==> config.mk <==
export PLATFORM = sky130hd
export DESIGN_NAME = aocg_top
export DESIGN_NICKNAME = d
export VERILOG_FILES = /design/src/logic/aocg_pkg.sv /design/src/logic/aocg_axis_cal.sv /design/src/logic/aocg_top.sv
export VERILOG_INCLUDE_DIRS = /design/src /design/src/logic
export SDC_FILE = /design/constraint.sdc
export NUM_CORES = 1
export LEC_CHECK = 0
export BUFFER_PORTS_ARGS = -buffer_cell sky130_fd_sc_hd__buf_2
export CORE_MARGIN = 2
export CORE_UTILIZATION = 45
export CTS_BUF_LIST = sky130_fd_sc_hd__clkbuf_4 sky130_fd_sc_hd__clkbuf_8
export DETAILED_ROUTE_END_ITERATION = 10
export PLACE_DENSITY = 0.7
export SYNTH_ARGS = -nofsm -noshare
export SYNTH_HDL_FRONTEND = slang
export SYNTH_HIERARCHICAL = 1
export SYNTH_SLANG_ARGS = --single-unit
==> constraint.sdc <==
create_clock -name i_clk_sys -period 3.91 [get_ports i_clk_sys]
set_input_delay 0.1955 -clock i_clk_sys [delete_from_list [all_inputs] [get_ports i_clk_sys]]
set_output_delay 0.1955 -clock i_clk_sys [all_outputs]
set_load 0.005 [all_outputs]
==> src/logic/aocg_cfg.svh <==
`ifndef AOCG_CFG_SVH
`define AOCG_CFG_SVH

// ==========================================
// Widths
`define AOCG_BIAS_W      15
`define AOCG_SCALE_W     9
`define AOCG_SMP_W       16
`define AOCG_PADDR_W     8
`define AOCG_IDX_W       6
`define AOCG_AXES        3

// ==========================================
// Register indices (byte address is four times the index)
`define AOCG_IDX_X_LO    6'h2A
`define AOCG_IDX_X_HI    6'h2B
`define AOCG_IDX_Y_LO    6'h2C
`define AOCG_IDX_Y_HI    6'h2D
`define AOCG_IDX_Z_LO    6'h2E
`define AOCG_IDX_Z_HI    6'h2F
`define AOCG_IDX_X_SC    6'h30
`define AOCG_IDX_Y_SC    6'h31
`define AOCG_IDX_Z_SC    6'h32
`define AOCG_IDX_CTRL    6'h33
`define AOCG_IDX_STAT    6'h34

// ==========================================
// Field positions
`define AOCG_HI_SCALE_BIT   7
`define AOCG_HI_BIAS_TOP    6
`define AOCG_SCALE_MSB      8
`define AOCG_BIAS_MSB       14
`define AOCG_BIAS_HI_LSB    8
`define AOCG_CTRL_BIAS_EN   0
`define AOCG_CTRL_RELOAD    1
`define AOCG_STAT_LOADING   0
`define AOCG_STAT_MODIFIED  1
`define AOCG_BYTE_LANE      0

// ==========================================
// Reset values
`define AOCG_RST_BIAS_EN    1'h1
`define AOCG_RST_LOAD_PEND  1'h1

`endif

==> src/logic/aocg_pkg.sv <==
package aocg_pkg;
`include "aocg_cfg.svh"

   // ==========================================
   // Types
   typedef logic [`AOCG_BIAS_W-1:0]         aocg_bias_type;
   typedef logic [`AOCG_SCALE_W-1:0]        aocg_scale_type;
   typedef logic signed [`AOCG_SMP_W-1:0]   aocg_sample_type;
   typedef logic [`AOCG_IDX_W-1:0]          aocg_index_type;

   typedef enum logic [0:0] {
      AOCG_BUS_IDLE,
      AOCG_BUS_ACCESS
   } aocg_bus_state_type;

endpackage : aocg_pkg

==> src/logic/aocg_axis_cal.sv <==
`timescale 1ns/1ps
`include "aocg_cfg.svh"

module aocg_axis_cal
   import aocg_pkg::*;
(
   input  wire logic            i_clk_sys,
   input  wire logic            i_resetn,
   input  wire logic            i_clk_en,
   input  wire logic            i_valid,
   input  wire aocg_sample_type i_sample,
   input  wire aocg_bias_type   i_bias,
   input  wire logic            i_bias_en,
   output aocg_sample_type      o_result
);

   // ==========================================
   // Offset add with saturation
   // One extra bit so the sum never wraps silently
   logic signed [`AOCG_SMP_W:0] sum;
   logic signed [`AOCG_SMP_W:0] bias_ext;
   aocg_sample_type             sat;
   aocg_sample_type             result_q;

   always_comb begin
      bias_ext = i_bias_en ? {{(`AOCG_SMP_W+1-`AOCG_BIAS_W){i_bias[`AOCG_BIAS_MSB]}}, i_bias}
                           : '0;
      sum = {i_sample[`AOCG_SMP_W-1], i_sample} + bias_ext;
      if (sum[`AOCG_SMP_W] != sum[`AOCG_SMP_W-1]) begin
         sat = sum[`AOCG_SMP_W] ? {1'b1, {(`AOCG_SMP_W-1){1'b0}}}
                                : {1'b0, {(`AOCG_SMP_W-1){1'b1}}};
      end else begin
         sat = sum[`AOCG_SMP_W-1:0];
      end
   end

   always_ff @(posedge i_clk_sys or negedge i_resetn) begin
      if (!i_resetn) begin
         result_q <= '0;
      end else if (i_clk_en && i_valid) begin
         result_q <= sat;
      end
   end

   assign o_result = result_q;

endmodule : aocg_axis_cal

==> src/logic/aocg_top.sv <==
`timescale 1ns/1ps
`include "aocg_cfg.svh"


module aocg_top
   import aocg_pkg::*;
(
   input  wire logic                     i_clk_sys,
   input  wire logic                     i_resetn,
   input  wire logic                     i_clk_en,
   input  wire logic                     i_psel,
   input  wire logic                     i_penable,
   input  wire logic                     i_pwrite,
   input  wire logic [`AOCG_PADDR_W-1:0] i_paddr,
   input  wire logic [31:0]              i_pwdata,
   input  wire logic [3:0]               i_pstrb,
   output logic [31:0]                   o_prdata,
   output logic                          o_pready,
   output logic                          o_pslverr,
   input  wire logic                     i_smp_valid,
   input  wire aocg_sample_type          i_smp_x,
   input  wire aocg_sample_type          i_smp_y,
   input  wire aocg_sample_type          i_smp_z,
   input  wire aocg_bias_type            i_fact_x_bias,
   input  wire aocg_bias_type            i_fact_y_bias,
   input  wire aocg_bias_type            i_fact_z_bias,
   input  wire aocg_scale_type           i_fact_x_scale,
   input  wire aocg_scale_type           i_fact_y_scale,
   input  wire aocg_scale_type           i_fact_z_scale,
   output logic                          o_ext_valid,
   output aocg_sample_type               o_ext_x,
   output aocg_sample_type               o_ext_y,
   output aocg_sample_type               o_ext_z,
   output aocg_scale_type                o_x_axis_scale,
   output aocg_scale_type                o_y_axis_scale,
   output aocg_scale_type                o_z_axis_scale
);

   // ==========================================
   // Declarations
   aocg_bus_state_type  bus_state_q;
   aocg_bus_state_type  bus_state_d;
   logic                pready_q;
   logic                pslverr_q;
   logic [31:0]         prdata_q;
   logic [7:0]          rd_byte;
   logic                rd_hit;
   aocg_index_type      idx;
   logic                aligned;
   logic                setup;
   logic                access_done;
   logic                wr_fire;
   logic                lane_on;
   logic [7:0]          wbyte;
   logic                bus_idle;
   logic                bus_busy;

   logic                bias_en_q;
   logic                load_pend_q;
   logic                modified_q;
   logic                reload_req;
   logic                cal_wr;

   aocg_bias_type       bias_q  [`AOCG_AXES];
   aocg_scale_type      scale_q [`AOCG_AXES];
   aocg_bias_type       fact_bias  [`AOCG_AXES];
   aocg_scale_type      fact_scale [`AOCG_AXES];
   aocg_sample_type     smp_in [`AOCG_AXES];
   aocg_sample_type     cal_out [`AOCG_AXES];
   logic [`AOCG_AXES-1:0] axis_wr;

   logic                ext_valid_q;
   aocg_scale_type      x_scale_q;
   aocg_scale_type      y_scale_q;
   aocg_scale_type      z_scale_q;

   // ==========================================
   // Bus decode
   assign idx         = i_paddr[`AOCG_PADDR_W-1:2];
   assign aligned     = (i_paddr[1:0] == 2'h0);
   // Phase flags keep a stray penable from closing a transfer
   assign bus_idle    = (bus_state_q == AOCG_BUS_IDLE);
   assign bus_busy    = (bus_state_q == AOCG_BUS_ACCESS);
   assign setup       = bus_idle && i_psel && !i_penable;
   assign access_done = bus_busy && i_psel && i_penable && pready_q;
   assign lane_on     = i_pstrb[`AOCG_BYTE_LANE];
   assign wbyte       = i_pwdata[7:0];
   assign wr_fire     = access_done && i_pwrite && !pslverr_q && lane_on;

   always_comb begin
      bus_state_d = bus_state_q;
      case (bus_state_q)
         AOCG_BUS_IDLE: begin
            if (setup) begin
               bus_state_d = AOCG_BUS_ACCESS;
            end
         end
         AOCG_BUS_ACCESS: begin
            if (access_done) begin
               bus_state_d = AOCG_BUS_IDLE;
            end
         end
         default: begin
            bus_state_d = AOCG_BUS_IDLE;
         end
      endcase
   end

   always_ff @(posedge i_clk_sys or negedge i_resetn) begin
      if (!i_resetn) begin
         bus_state_q <= AOCG_BUS_IDLE;
      end else if (i_clk_en) begin
         bus_state_q <= bus_state_d;
      end
   end

   // ==========================================
   // Read mux
   // Calibration bytes read back so software can merge shared fields
   always_comb begin
      rd_byte = 8'h00;
      rd_hit  = 1'b1;
      case (idx)
         `AOCG_IDX_X_LO: rd_byte = bias_q[0][7:0];
         `AOCG_IDX_Y_LO: rd_byte = bias_q[1][7:0];
         `AOCG_IDX_Z_LO: rd_byte = bias_q[2][7:0];
         `AOCG_IDX_X_HI: begin
            rd_byte = {scale_q[0][`AOCG_SCALE_MSB],
                       bias_q[0][`AOCG_BIAS_MSB:`AOCG_BIAS_HI_LSB]};
         end
         `AOCG_IDX_Y_HI: begin
            rd_byte = {scale_q[1][`AOCG_SCALE_MSB],
                       bias_q[1][`AOCG_BIAS_MSB:`AOCG_BIAS_HI_LSB]};
         end
         `AOCG_IDX_Z_HI: begin
            rd_byte = {scale_q[2][`AOCG_SCALE_MSB],
                       bias_q[2][`AOCG_BIAS_MSB:`AOCG_BIAS_HI_LSB]};
         end
         `AOCG_IDX_X_SC: rd_byte = scale_q[0][7:0];
         `AOCG_IDX_Y_SC: rd_byte = scale_q[1][7:0];
         `AOCG_IDX_Z_SC: rd_byte = scale_q[2][7:0];
         `AOCG_IDX_CTRL: begin
            rd_byte = 8'h00;
            rd_byte[`AOCG_CTRL_BIAS_EN] = bias_en_q;
         end
         `AOCG_IDX_STAT: begin
            rd_byte = 8'h00;
            rd_byte[`AOCG_STAT_LOADING]  = load_pend_q;
            rd_byte[`AOCG_STAT_MODIFIED] = modified_q;
         end
         default: rd_hit = 1'b0;
      endcase
   end

   // ==========================================
   // APB answer: one wait-free access cycle after setup
   // Error settles at setup, so the write gate can trust it
   always_ff @(posedge i_clk_sys or negedge i_resetn) begin
      if (!i_resetn) begin
         pready_q  <= 1'b0;
         pslverr_q <= 1'b0;
         prdata_q  <= 32'h0000_0000;
      end else if (i_clk_en) begin
         if (setup) begin
            pready_q  <= 1'b1;
            pslverr_q <= !(rd_hit && aligned);
            prdata_q  <= (rd_hit && aligned && !i_pwrite) ? {24'h00_0000, rd_byte}
                                                           : 32'h0000_0000;
         end else if (access_done) begin
            pready_q  <= 1'b0;
            pslverr_q <= 1'b0;
            prdata_q  <= 32'h0000_0000;
         end
      end
   end

   // ==========================================
   // Control register
   // Reload is a one-cycle strobe and always reads back as 0
   assign reload_req = wr_fire && (idx == `AOCG_IDX_CTRL) && wbyte[`AOCG_CTRL_RELOAD];

   always_ff @(posedge i_clk_sys or negedge i_resetn) begin
      if (!i_resetn) begin
         bias_en_q <= `AOCG_RST_BIAS_EN;
      end else if (i_clk_en && wr_fire && idx == `AOCG_IDX_CTRL) begin
         bias_en_q <= wbyte[`AOCG_CTRL_BIAS_EN];
      end
   end

   // Factory values are ports, so reset cannot take them; load after release
   always_ff @(posedge i_clk_sys or negedge i_resetn) begin
      if (!i_resetn) begin
         load_pend_q <= `AOCG_RST_LOAD_PEND;
      end else if (i_clk_en) begin
         if (reload_req) begin
            load_pend_q <= 1'b1;
         end else if (load_pend_q) begin
            load_pend_q <= 1'b0;
         end
      end
   end

   // Set by any calibration write; a write wins over the reload clear
   assign cal_wr = |axis_wr;

   always_ff @(posedge i_clk_sys or negedge i_resetn) begin
      if (!i_resetn) begin
         modified_q <= 1'b0;
      end else if (i_clk_en) begin
         if (cal_wr) begin
            modified_q <= 1'b1;
         end else if (load_pend_q) begin
            modified_q <= 1'b0;
         end
      end
   end

   // ==========================================
   // Per-axis calibration storage and offset path
   // A write in the load cycle wins for that whole axis
   assign fact_bias[0]  = i_fact_x_bias;
   assign fact_bias[1]  = i_fact_y_bias;
   assign fact_bias[2]  = i_fact_z_bias;
   assign fact_scale[0] = i_fact_x_scale;
   assign fact_scale[1] = i_fact_y_scale;
   assign fact_scale[2] = i_fact_z_scale;
   assign smp_in[0]     = i_smp_x;
   assign smp_in[1]     = i_smp_y;
   assign smp_in[2]     = i_smp_z;

   generate
      for (genvar g = 0; g < `AOCG_AXES; g++) begin : g_axis
         localparam aocg_index_type LO_IDX = (g == 0) ? `AOCG_IDX_X_LO :
                                             (g == 1) ? `AOCG_IDX_Y_LO : `AOCG_IDX_Z_LO;
         localparam aocg_index_type HI_IDX = (g == 0) ? `AOCG_IDX_X_HI :
                                             (g == 1) ? `AOCG_IDX_Y_HI : `AOCG_IDX_Z_HI;
         localparam aocg_index_type SC_IDX = (g == 0) ? `AOCG_IDX_X_SC :
                                             (g == 1) ? `AOCG_IDX_Y_SC : `AOCG_IDX_Z_SC;
         logic wr_lo;
         logic wr_hi;
         logic wr_sc;

         assign wr_lo = wr_fire && (idx == LO_IDX);
         assign wr_hi = wr_fire && (idx == HI_IDX);
         assign wr_sc = wr_fire && (idx == SC_IDX);
         assign axis_wr[g] = wr_lo || wr_hi || wr_sc;

         // Bias: low byte bits 7..0, high byte bits 14..8
         always_ff @(posedge i_clk_sys or negedge i_resetn) begin
            if (!i_resetn) begin
               bias_q[g] <= '0;
            end else if (i_clk_en) begin
               if (load_pend_q && !axis_wr[g]) begin
                  bias_q[g] <= fact_bias[g];
               end else begin
                  if (wr_lo) begin
                     bias_q[g][7:0] <= wbyte;
                  end
                  if (wr_hi) begin
                     bias_q[g][`AOCG_BIAS_MSB:`AOCG_BIAS_HI_LSB] <=
                        wbyte[`AOCG_HI_BIAS_TOP:0];
                  end
               end
            end
         end

         // Scale: own byte for bits 7..0, high bias byte bit 7 for bit 8
         always_ff @(posedge i_clk_sys or negedge i_resetn) begin
            if (!i_resetn) begin
               scale_q[g] <= '0;
            end else if (i_clk_en) begin
               if (load_pend_q && !axis_wr[g]) begin
                  scale_q[g] <= fact_scale[g];
               end else begin
                  if (wr_sc) begin
                     scale_q[g][7:0] <= wbyte;
                  end
                  if (wr_hi) begin
                     scale_q[g][`AOCG_SCALE_MSB] <= wbyte[`AOCG_HI_SCALE_BIT];
                  end
               end
            end
         end

         // Offset add and result register, one per axis
         aocg_axis_cal u_cal (
            .i_clk_sys (i_clk_sys),
            .i_resetn  (i_resetn),
            .i_clk_en  (i_clk_en),
            .i_valid   (i_smp_valid),
            .i_sample  (smp_in[g]),
            .i_bias    (bias_q[g]),
            .i_bias_en (bias_en_q),
            .o_result  (cal_out[g])
         );
      end
   endgenerate

   // ==========================================
   // Output staging
   // Scale is exported unsigned; its arithmetic lives downstream
   // Results leave straight from the per-axis result flops
   always_ff @(posedge i_clk_sys or negedge i_resetn) begin
      if (!i_resetn) begin
         ext_valid_q <= 1'b0;
      end else if (i_clk_en) begin
         ext_valid_q <= i_smp_valid;
      end
   end

   always_ff @(posedge i_clk_sys or negedge i_resetn) begin
      if (!i_resetn) begin
         x_scale_q <= '0;
         y_scale_q <= '0;
         z_scale_q <= '0;
      end else if (i_clk_en) begin
         x_scale_q <= scale_q[0];
         y_scale_q <= scale_q[1];
         z_scale_q <= scale_q[2];
      end
   end

   assign o_prdata       = prdata_q;
   assign o_pready       = pready_q;
   assign o_pslverr      = pslverr_q;
   assign o_ext_valid    = ext_valid_q;
   assign o_ext_x        = cal_out[0];
   assign o_ext_y        = cal_out[1];
   assign o_ext_z        = cal_out[2];
   assign o_x_axis_scale = x_scale_q;
   assign o_y_axis_scale = y_scale_q;
   assign o_z_axis_scale = z_scale_q;

endmodule : aocg_top

==> results.toml, run 1 <==
[run_status]
status = "finished, final reports clean"

[critical_path]
worstSetupEndpointType = "register"
crit_fanout = 22
worstPathArrival_ns = 3.69
critPathKind = "register to register"
startpoint_type = "register"
required_ns = 4.32

[detailed_routing]
vias = 9612
antenna_left = 0
drtPass1Iterations = 5
vias_per_cell = 5.70
wl_mm = 33.8
wire_per_inst_um = 20.0
drt_iter0_drc = 737
drcViolationCount = 0

[timing]
worst_slew_pin_slew_ns = 1.10
layout_min_cycle_time_ns = 3.28
tns_ns = 0
setup_slack_ns = 0.634
hold_violations = 0
slew_violations = 0
rsz0062_at_grt = "no"
fin_crit_sh = 0.838
relSlewSlack = 0.264
finClkSkew_ns = 0.0153
max_freq_ghz = 0.305
setup_viol = 0

[placement]
io_buffers = 229
gp_congestion = 0.970
hpwl_mm = 26.3
dp_slack_ns = 0.609

[clock_network]
clock-root-buffer = "clkbuf_8"
cts_tree = "built"
post_cts_resized = 0
htreeDepth = 4
cts_buffers = 17
clockBufferDepth = 2
cts.sinks = 162
path_clk_slew_ns = 0.10
clkLatencyLatePin_ns = 0.47

[yosys]
synthSimpleGateAreaFrac = 0.159
synthMuxAreaShare = 0.0570
synth-xor-area-share = 0.0227
synth_warnings = 6
synth_area_um2 = 10800
avgSynthCellArea_um2 = 9.61
ys_types = 96
synth_edf_count = 0
synth_top_family_by_area = "compound AO/OA/AOI/OAI gates"
synthAdderAreaFrac = 0.0612
synth-seq-cells = 162
ys_seq_area_frac = 0.376
synth_compound_area_frac = 0.262
synth_flop_cell = "dfrtp_1"
async_reset_ff_frac = 1.00
syn_inst = 1123

[pwr]
vdd_ir_drop_max_v = 0.000198
p_leak_uw = 0.00621
p_per_area_nw_per_um2 = 325

[die]
num_io_pins = 281
initial_core_util = 0.458
die_y_um = 159
core-area_um2 = 23500
dieArea_um2 = 25200
die_x_um = 159
row_count = 56

[cells_and_area]
area_delta_synth_final_pct = 17.2
layout_commonest_cell = "buf_2"
drive_above_1_share = 0.273
layout_common_cells = "228 x buf_2, 160 x dfrtp_1, 94 x a21oi_1"
nets = 1574

[grt]
grt_start_max_net_pins = 103
antenna_found_initial = 5
overflow = 0
track_usage = 0.264
grt_pass1_vias = 9477
grt_pass1_wl_mm = 52.0

[min_path]
hp-class = "input port to register"

[run]
max-cap-violations = 0
==> critical path, cell delays in order, from the launching register on <==
cell	delay, ns
dfstp_2	0.73
and2_1	0.19
ha_1	0.19
inv_1	0.07
fa_1	0.44
nor2b_2	0.17
o2111ai_2	0.16
a32oi_4	0.33
a31oi_4	0.16
mux2i_4	0.41
o21ai_0	0.20
a21oi_2	0.17
==> worst paths after layout <==
path	startpoint	endpoint	slack (ns)	depth (start not counted)
max	bias_en_q	g_axis[2].u_cal/o_result[13]	0.63	11
min	i_fact_z_scale[3]	scale_q[3]	0.03	3
max reg2reg	bias_en_q	g_axis[2].u_cal/o_result[13]	0.63	11
min reg2reg	o_prdata[6]	o_prdata[6]	0.48	2
max in group asynchronous	i_resetn	scale_q[25]	2.57	3
min in group asynchronous	i_resetn	g_axis[1].u_cal/o_result[15]	0.41	2
==> area by class of cell <==
| class | instances | area [um^2] |
|---|---|---|
| Clock buffer | 18 | 241 |
| Clock inverter | 14 | 143 |
| Sequential cell | 162 | 4060 |
| Inverter | 50 | 188 |
| Timing Repair Buffer | 263 | 1470 |
| Multi-Input combinational cell | 858 | 6150 |
| Fill cell | 2201 | 10900 |
| Tap cell | 319 | 399 |
| Antenna cell | 1 | 2.50 |
==> per-layer routing <==
layer  track usage  up-vias  part of all wire
met5             0        -            0.0010
met4        0.0781        6             0.025
met3        0.0486       57             0.060
met2         0.449      353              0.48
met1         0.343     4622              0.43
li1              -     4574                 -
==> stage by stage <==
stage	cells	instance area [um^2]	power [uW]	hold slack, ns	util
after floorplan	1146	10900	2490	-0.100	-
final	1685	12600	4110	0.0280	0.537
after global placement	1627	12000	2880	0.378	0.510
after CTS	1684	12600	4130	0.000589	0.537
after detailed placement	1627	12000	2900	0.377	0.510
after global routing	1684	12600	4320	0.0119	0.537
==> cell families after synthesis <==
family / count (synthesis)
AOI/OAI and AO/OA: 372
and+or+nand+nor: 328
DFF: 162
buffers and inverters: 126
muxes: 55
adders and majority gates: 51
xor gates and xnor gates: 28
other: 1
==> state kept, by name (all words and copies together) (netlist names) <==
name / flops
bias_en_q: 1
bias_q: 45
bus_busy: 1
g_axis.u_cal/o_result: 48
load_pend_q: 1
modified_q: 1
o_ext_valid: 1
o_prdata: 8
o_pready: 1
o_pslverr: 1
o_x_axis_scale: 9
o_y_axis_scale: 9
o_z_axis_scale: 9
scale_q: 27
==> cell usage after synthesis (11+ instances only) <==
cell type / n / area share
a21oi_2: 12 / 0.0097
buf_4: 25 / 0.017
ha_1: 48 / 0.056
o21ai_0: 48 / 0.022
o21a_1: 11 / 0.0077
a21o_1: 24 / 0.017
xnor2_1: 16 / 0.013
a21oi_1: 94 / 0.044
buf_2: 18 / 0.0083
a22o_1: 16 / 0.013
dfrtp_1: 160 / 0.37
nor2_1: 72 / 0.025
clkbuf_1: 15 / 0.0052
nor3_1: 21 / 0.0097
a221o_1: 26 / 0.024
buf_6: 11 / 0.011
xor2_1: 12 / 0.0097
nand2_1: 86 / 0.030
a22oi_1: 18 / 0.013
and2_1: 53 / 0.031
mux2_2: 32 / 0.033
nand3_1: 18 / 0.0083
mux2i_1: 21 / 0.019
inv_1: 50 / 0.017
a222oi_1: 16 / 0.015
==> power breakdown <==
group          switching [uW]  leakage [uW]  internal (uW)  total, uW
clock network             696      0.000193            531       1230
registers                 178       0.00201           1880       2060
logic                     433       0.00401            393        826
total                    1310       0.00621           2810       4110
==> timing repair <==
item,in CTS,in global routing
endpoints found under the hold margin,121,0
setup buffers,0,0
hold buffers,25,0
No activity file was read; power rests on OpenSTA's default activity.
==> run 2, diff against run 1 <==
--- a/config.mk
+++ b/config.mk
@@ -11,7 +11,7 @@
 export CORE_UTILIZATION = 45
 export CTS_BUF_LIST = sky130_fd_sc_hd__clkbuf_4 sky130_fd_sc_hd__clkbuf_8
 export DETAILED_ROUTE_END_ITERATION = 10
-export PLACE_DENSITY = 0.7
+export PLACE_DENSITY = 0.72
 export SYNTH_ARGS = -nofsm -noshare
 export SYNTH_HDL_FRONTEND = slang
 export SYNTH_HIERARCHICAL = 1
==> constraint.sdc (replaced) <==
create_clock -name i_clk_sys -period 3 [get_ports i_clk_sys]
set_input_delay 0.15 -clock i_clk_sys [delete_from_list [all_inputs] [get_ports i_clk_sys]]
set_output_delay 0.15 -clock i_clk_sys [all_outputs]
set_load 0.005 [all_outputs]
==> results.toml, run 2 (synthesis gave the netlist of run 1 again) <==
[grt]
grt_pass1_wl_mm = 54.8
overflow = 0
antenna_found_initial = 2
grt_pass1_vias = 10000
grt_start_max_net_pins = 87
track_usage = 0.275

[run]
max-cap-violations = 0

[min_path]
hp-class = "input port to register"
min_path_cells = 3

[timing]
layout_min_cycle_time_ns = 2.89
slew_violations = 0
tns_ns = 0
max_freq_ghz = 0.346
setup_viol = 0
hold_violations = 1
relSlewSlack = 0.267
worst_slew_pin_slew_ns = 1.10
fin_crit_sh = 0.964
holdWs_ns = -0.000338
rsz0062_at_grt = "yes"
finClkSkew_ns = 0.0208

[run_status]
violations = "hold timing"
status = "finished with violations"

[die]
initial_core_util = 0.458
die_x_um = 159
dieArea_um2 = 25200
core-area_um2 = 23500
row_count = 56
die_y_um = 159
num_io_pins = 281

[pwr]
vdd_ir_drop_max_v = 0.000258
power.switching_uw = 1780
pwr-share-clk = 0.316
p_per_area_nw_per_um2 = 417
power_frac_seq = 0.480
p_leak_uw = 0.00657
switching_share = 0.318
p_comb_frac = 0.204
p_int_uw = 3820

[detailed_routing]
vias = 10000
wire_per_inst_um = 20.2
antenna_left = 0
wl_mm = 35.3
drcViolationCount = 0
drt_iter0_drc = 820
vias_per_cell = 5.72
drtPass1Iterations = 8

[critical_path]
crit_fanout = 15
startpoint = "bias_en_q"
ff2ff_path_depth = 10
rrSetupSlack_ns = 0.11
reg2reg_to = "g_axis[1].u_cal/o_result[4]"
startpoint_type = "register"
required_ns = 3.35
crit_end = "g_axis[1].u_cal/o_result[4]"
worstSetupEndpointType = "register"
worstPathArrival_ns = 3.25
critPathKind = "register to register"
r2r-start = "bias_en_q"

[cells_and_area]
drive_above_1_share = 0.289
largest_reg_flops = 48
layout_commonest_cell = "buf_2"
final_cells = 1753
nets = 1640
fillers = 2095
layout_common_cells = "228 x buf_2, 160 x dfrtp_1, 92 x a21oi_1"
area_delta_synth_final_pct = 24.7

[clock_network]
cts.sinks = 162
path_clk_slew_ns = 0.10
clock-root-buffer = "clkbuf_8"
cts_tree = "built"
htreeDepth = 4
clkLatencyLatePin_ns = 0.48
clockBufferDepth = 2
cts_buffers = 17

[placement]
hpwl_mm = 26.5
gp_congestion = 0.971
io_buffers = 229
dp.cells = 1647
-- run 2: power by group through the flow --
| stage | clock [uW] | combinational (uW) | sequential, uW |
|---|---|---|---|
| floorplan | 0 | 587 | 2660 |
| finish | 1770 | 1140 | 2690 |
| CTS | 1790 | 1130 | 2690 |
| global placement | 0 | 1040 | 2720 |
| global route | 1890 | 1260 | 2720 |
| detailed placement | 0 | 1060 | 2730 |
-- run 2: repair_timing --
action	CTS	global route
resized for setup	0	30
hold buffers	65	0
setup buffers	0	3
endpoints found under the setup margin	0	44
hold endpoints to repair	175	0
-- run 2: area by class of cell --
| type | instances | area, um^2 | share of cell area |
|---|---|---|---|
| antenna | 3 | 7.51 | 0.000558 |
| clock buffer | 18 | 248 | 0.0184 |
| clock inverter | 14 | 188 | 0.0139 |
| inverter | 50 | 188 | 0.0139 |
| multi-input combinational | 858 | 6230 | 0.463 |
| sequential | 162 | 4060 | 0.301 |
| tap | 319 | 399 | 0.0296 |
| timing repair buffer | 329 | 2140 | 0.159 |
-- run 2: how the worst min path moves through the flow --
stage,from,to,slack [ns]
floorplan,i_resetn,bias_q[0],-0.15
global placement,i_resetn,g_axis[1].u_cal/o_result[13],0.03
detailed placement,i_resetn,g_axis[1].u_cal/o_result[15],0.04
CTS,i_fact_x_bias[4],bias_q[34],0.0005
global route,i_pwdata[1],load_pend_q,0.003
finish,i_fact_x_bias[4],bias_q[34],-0.0003
-- run 2: metal layers --
metal / vias up / share of wire / GRT usage
met3: 74 / 0.060 / 0.0468
li1: 4721 / - / -
met5: - / 0 / 0
met4: 0 / 0.036 / 0.114
met1: 4811 / 0.43 / 0.359
met2: 427 / 0.48 / 0.452
-- run 2: critical path, stage by stage (launching register included) --
cell      delay, ns
dfstp_2        0.59
buf_12         0.14
and2_1         0.12
ha_1           0.27
a21oi_1        0.32
o21ai_2        0.13
a221oi_4       0.36
and4_1         0.29
a211oi_4       0.07
buf_6          0.15
a221o_2        0.32
-- run 2: stage by stage --
stage,util,power (uW),instance area (um^2),setup slack [ns]
after floorplan,-,3240,10900,0.0366
after global placement,0.518,3760,12200,0.137
after detailed placement,0.518,3790,12200,0.0495
after CTS,0.564,5610,13300,0.0348
after global routing,0.572,5870,13500,-0.0208
final,0.572,5610,13500,0.107
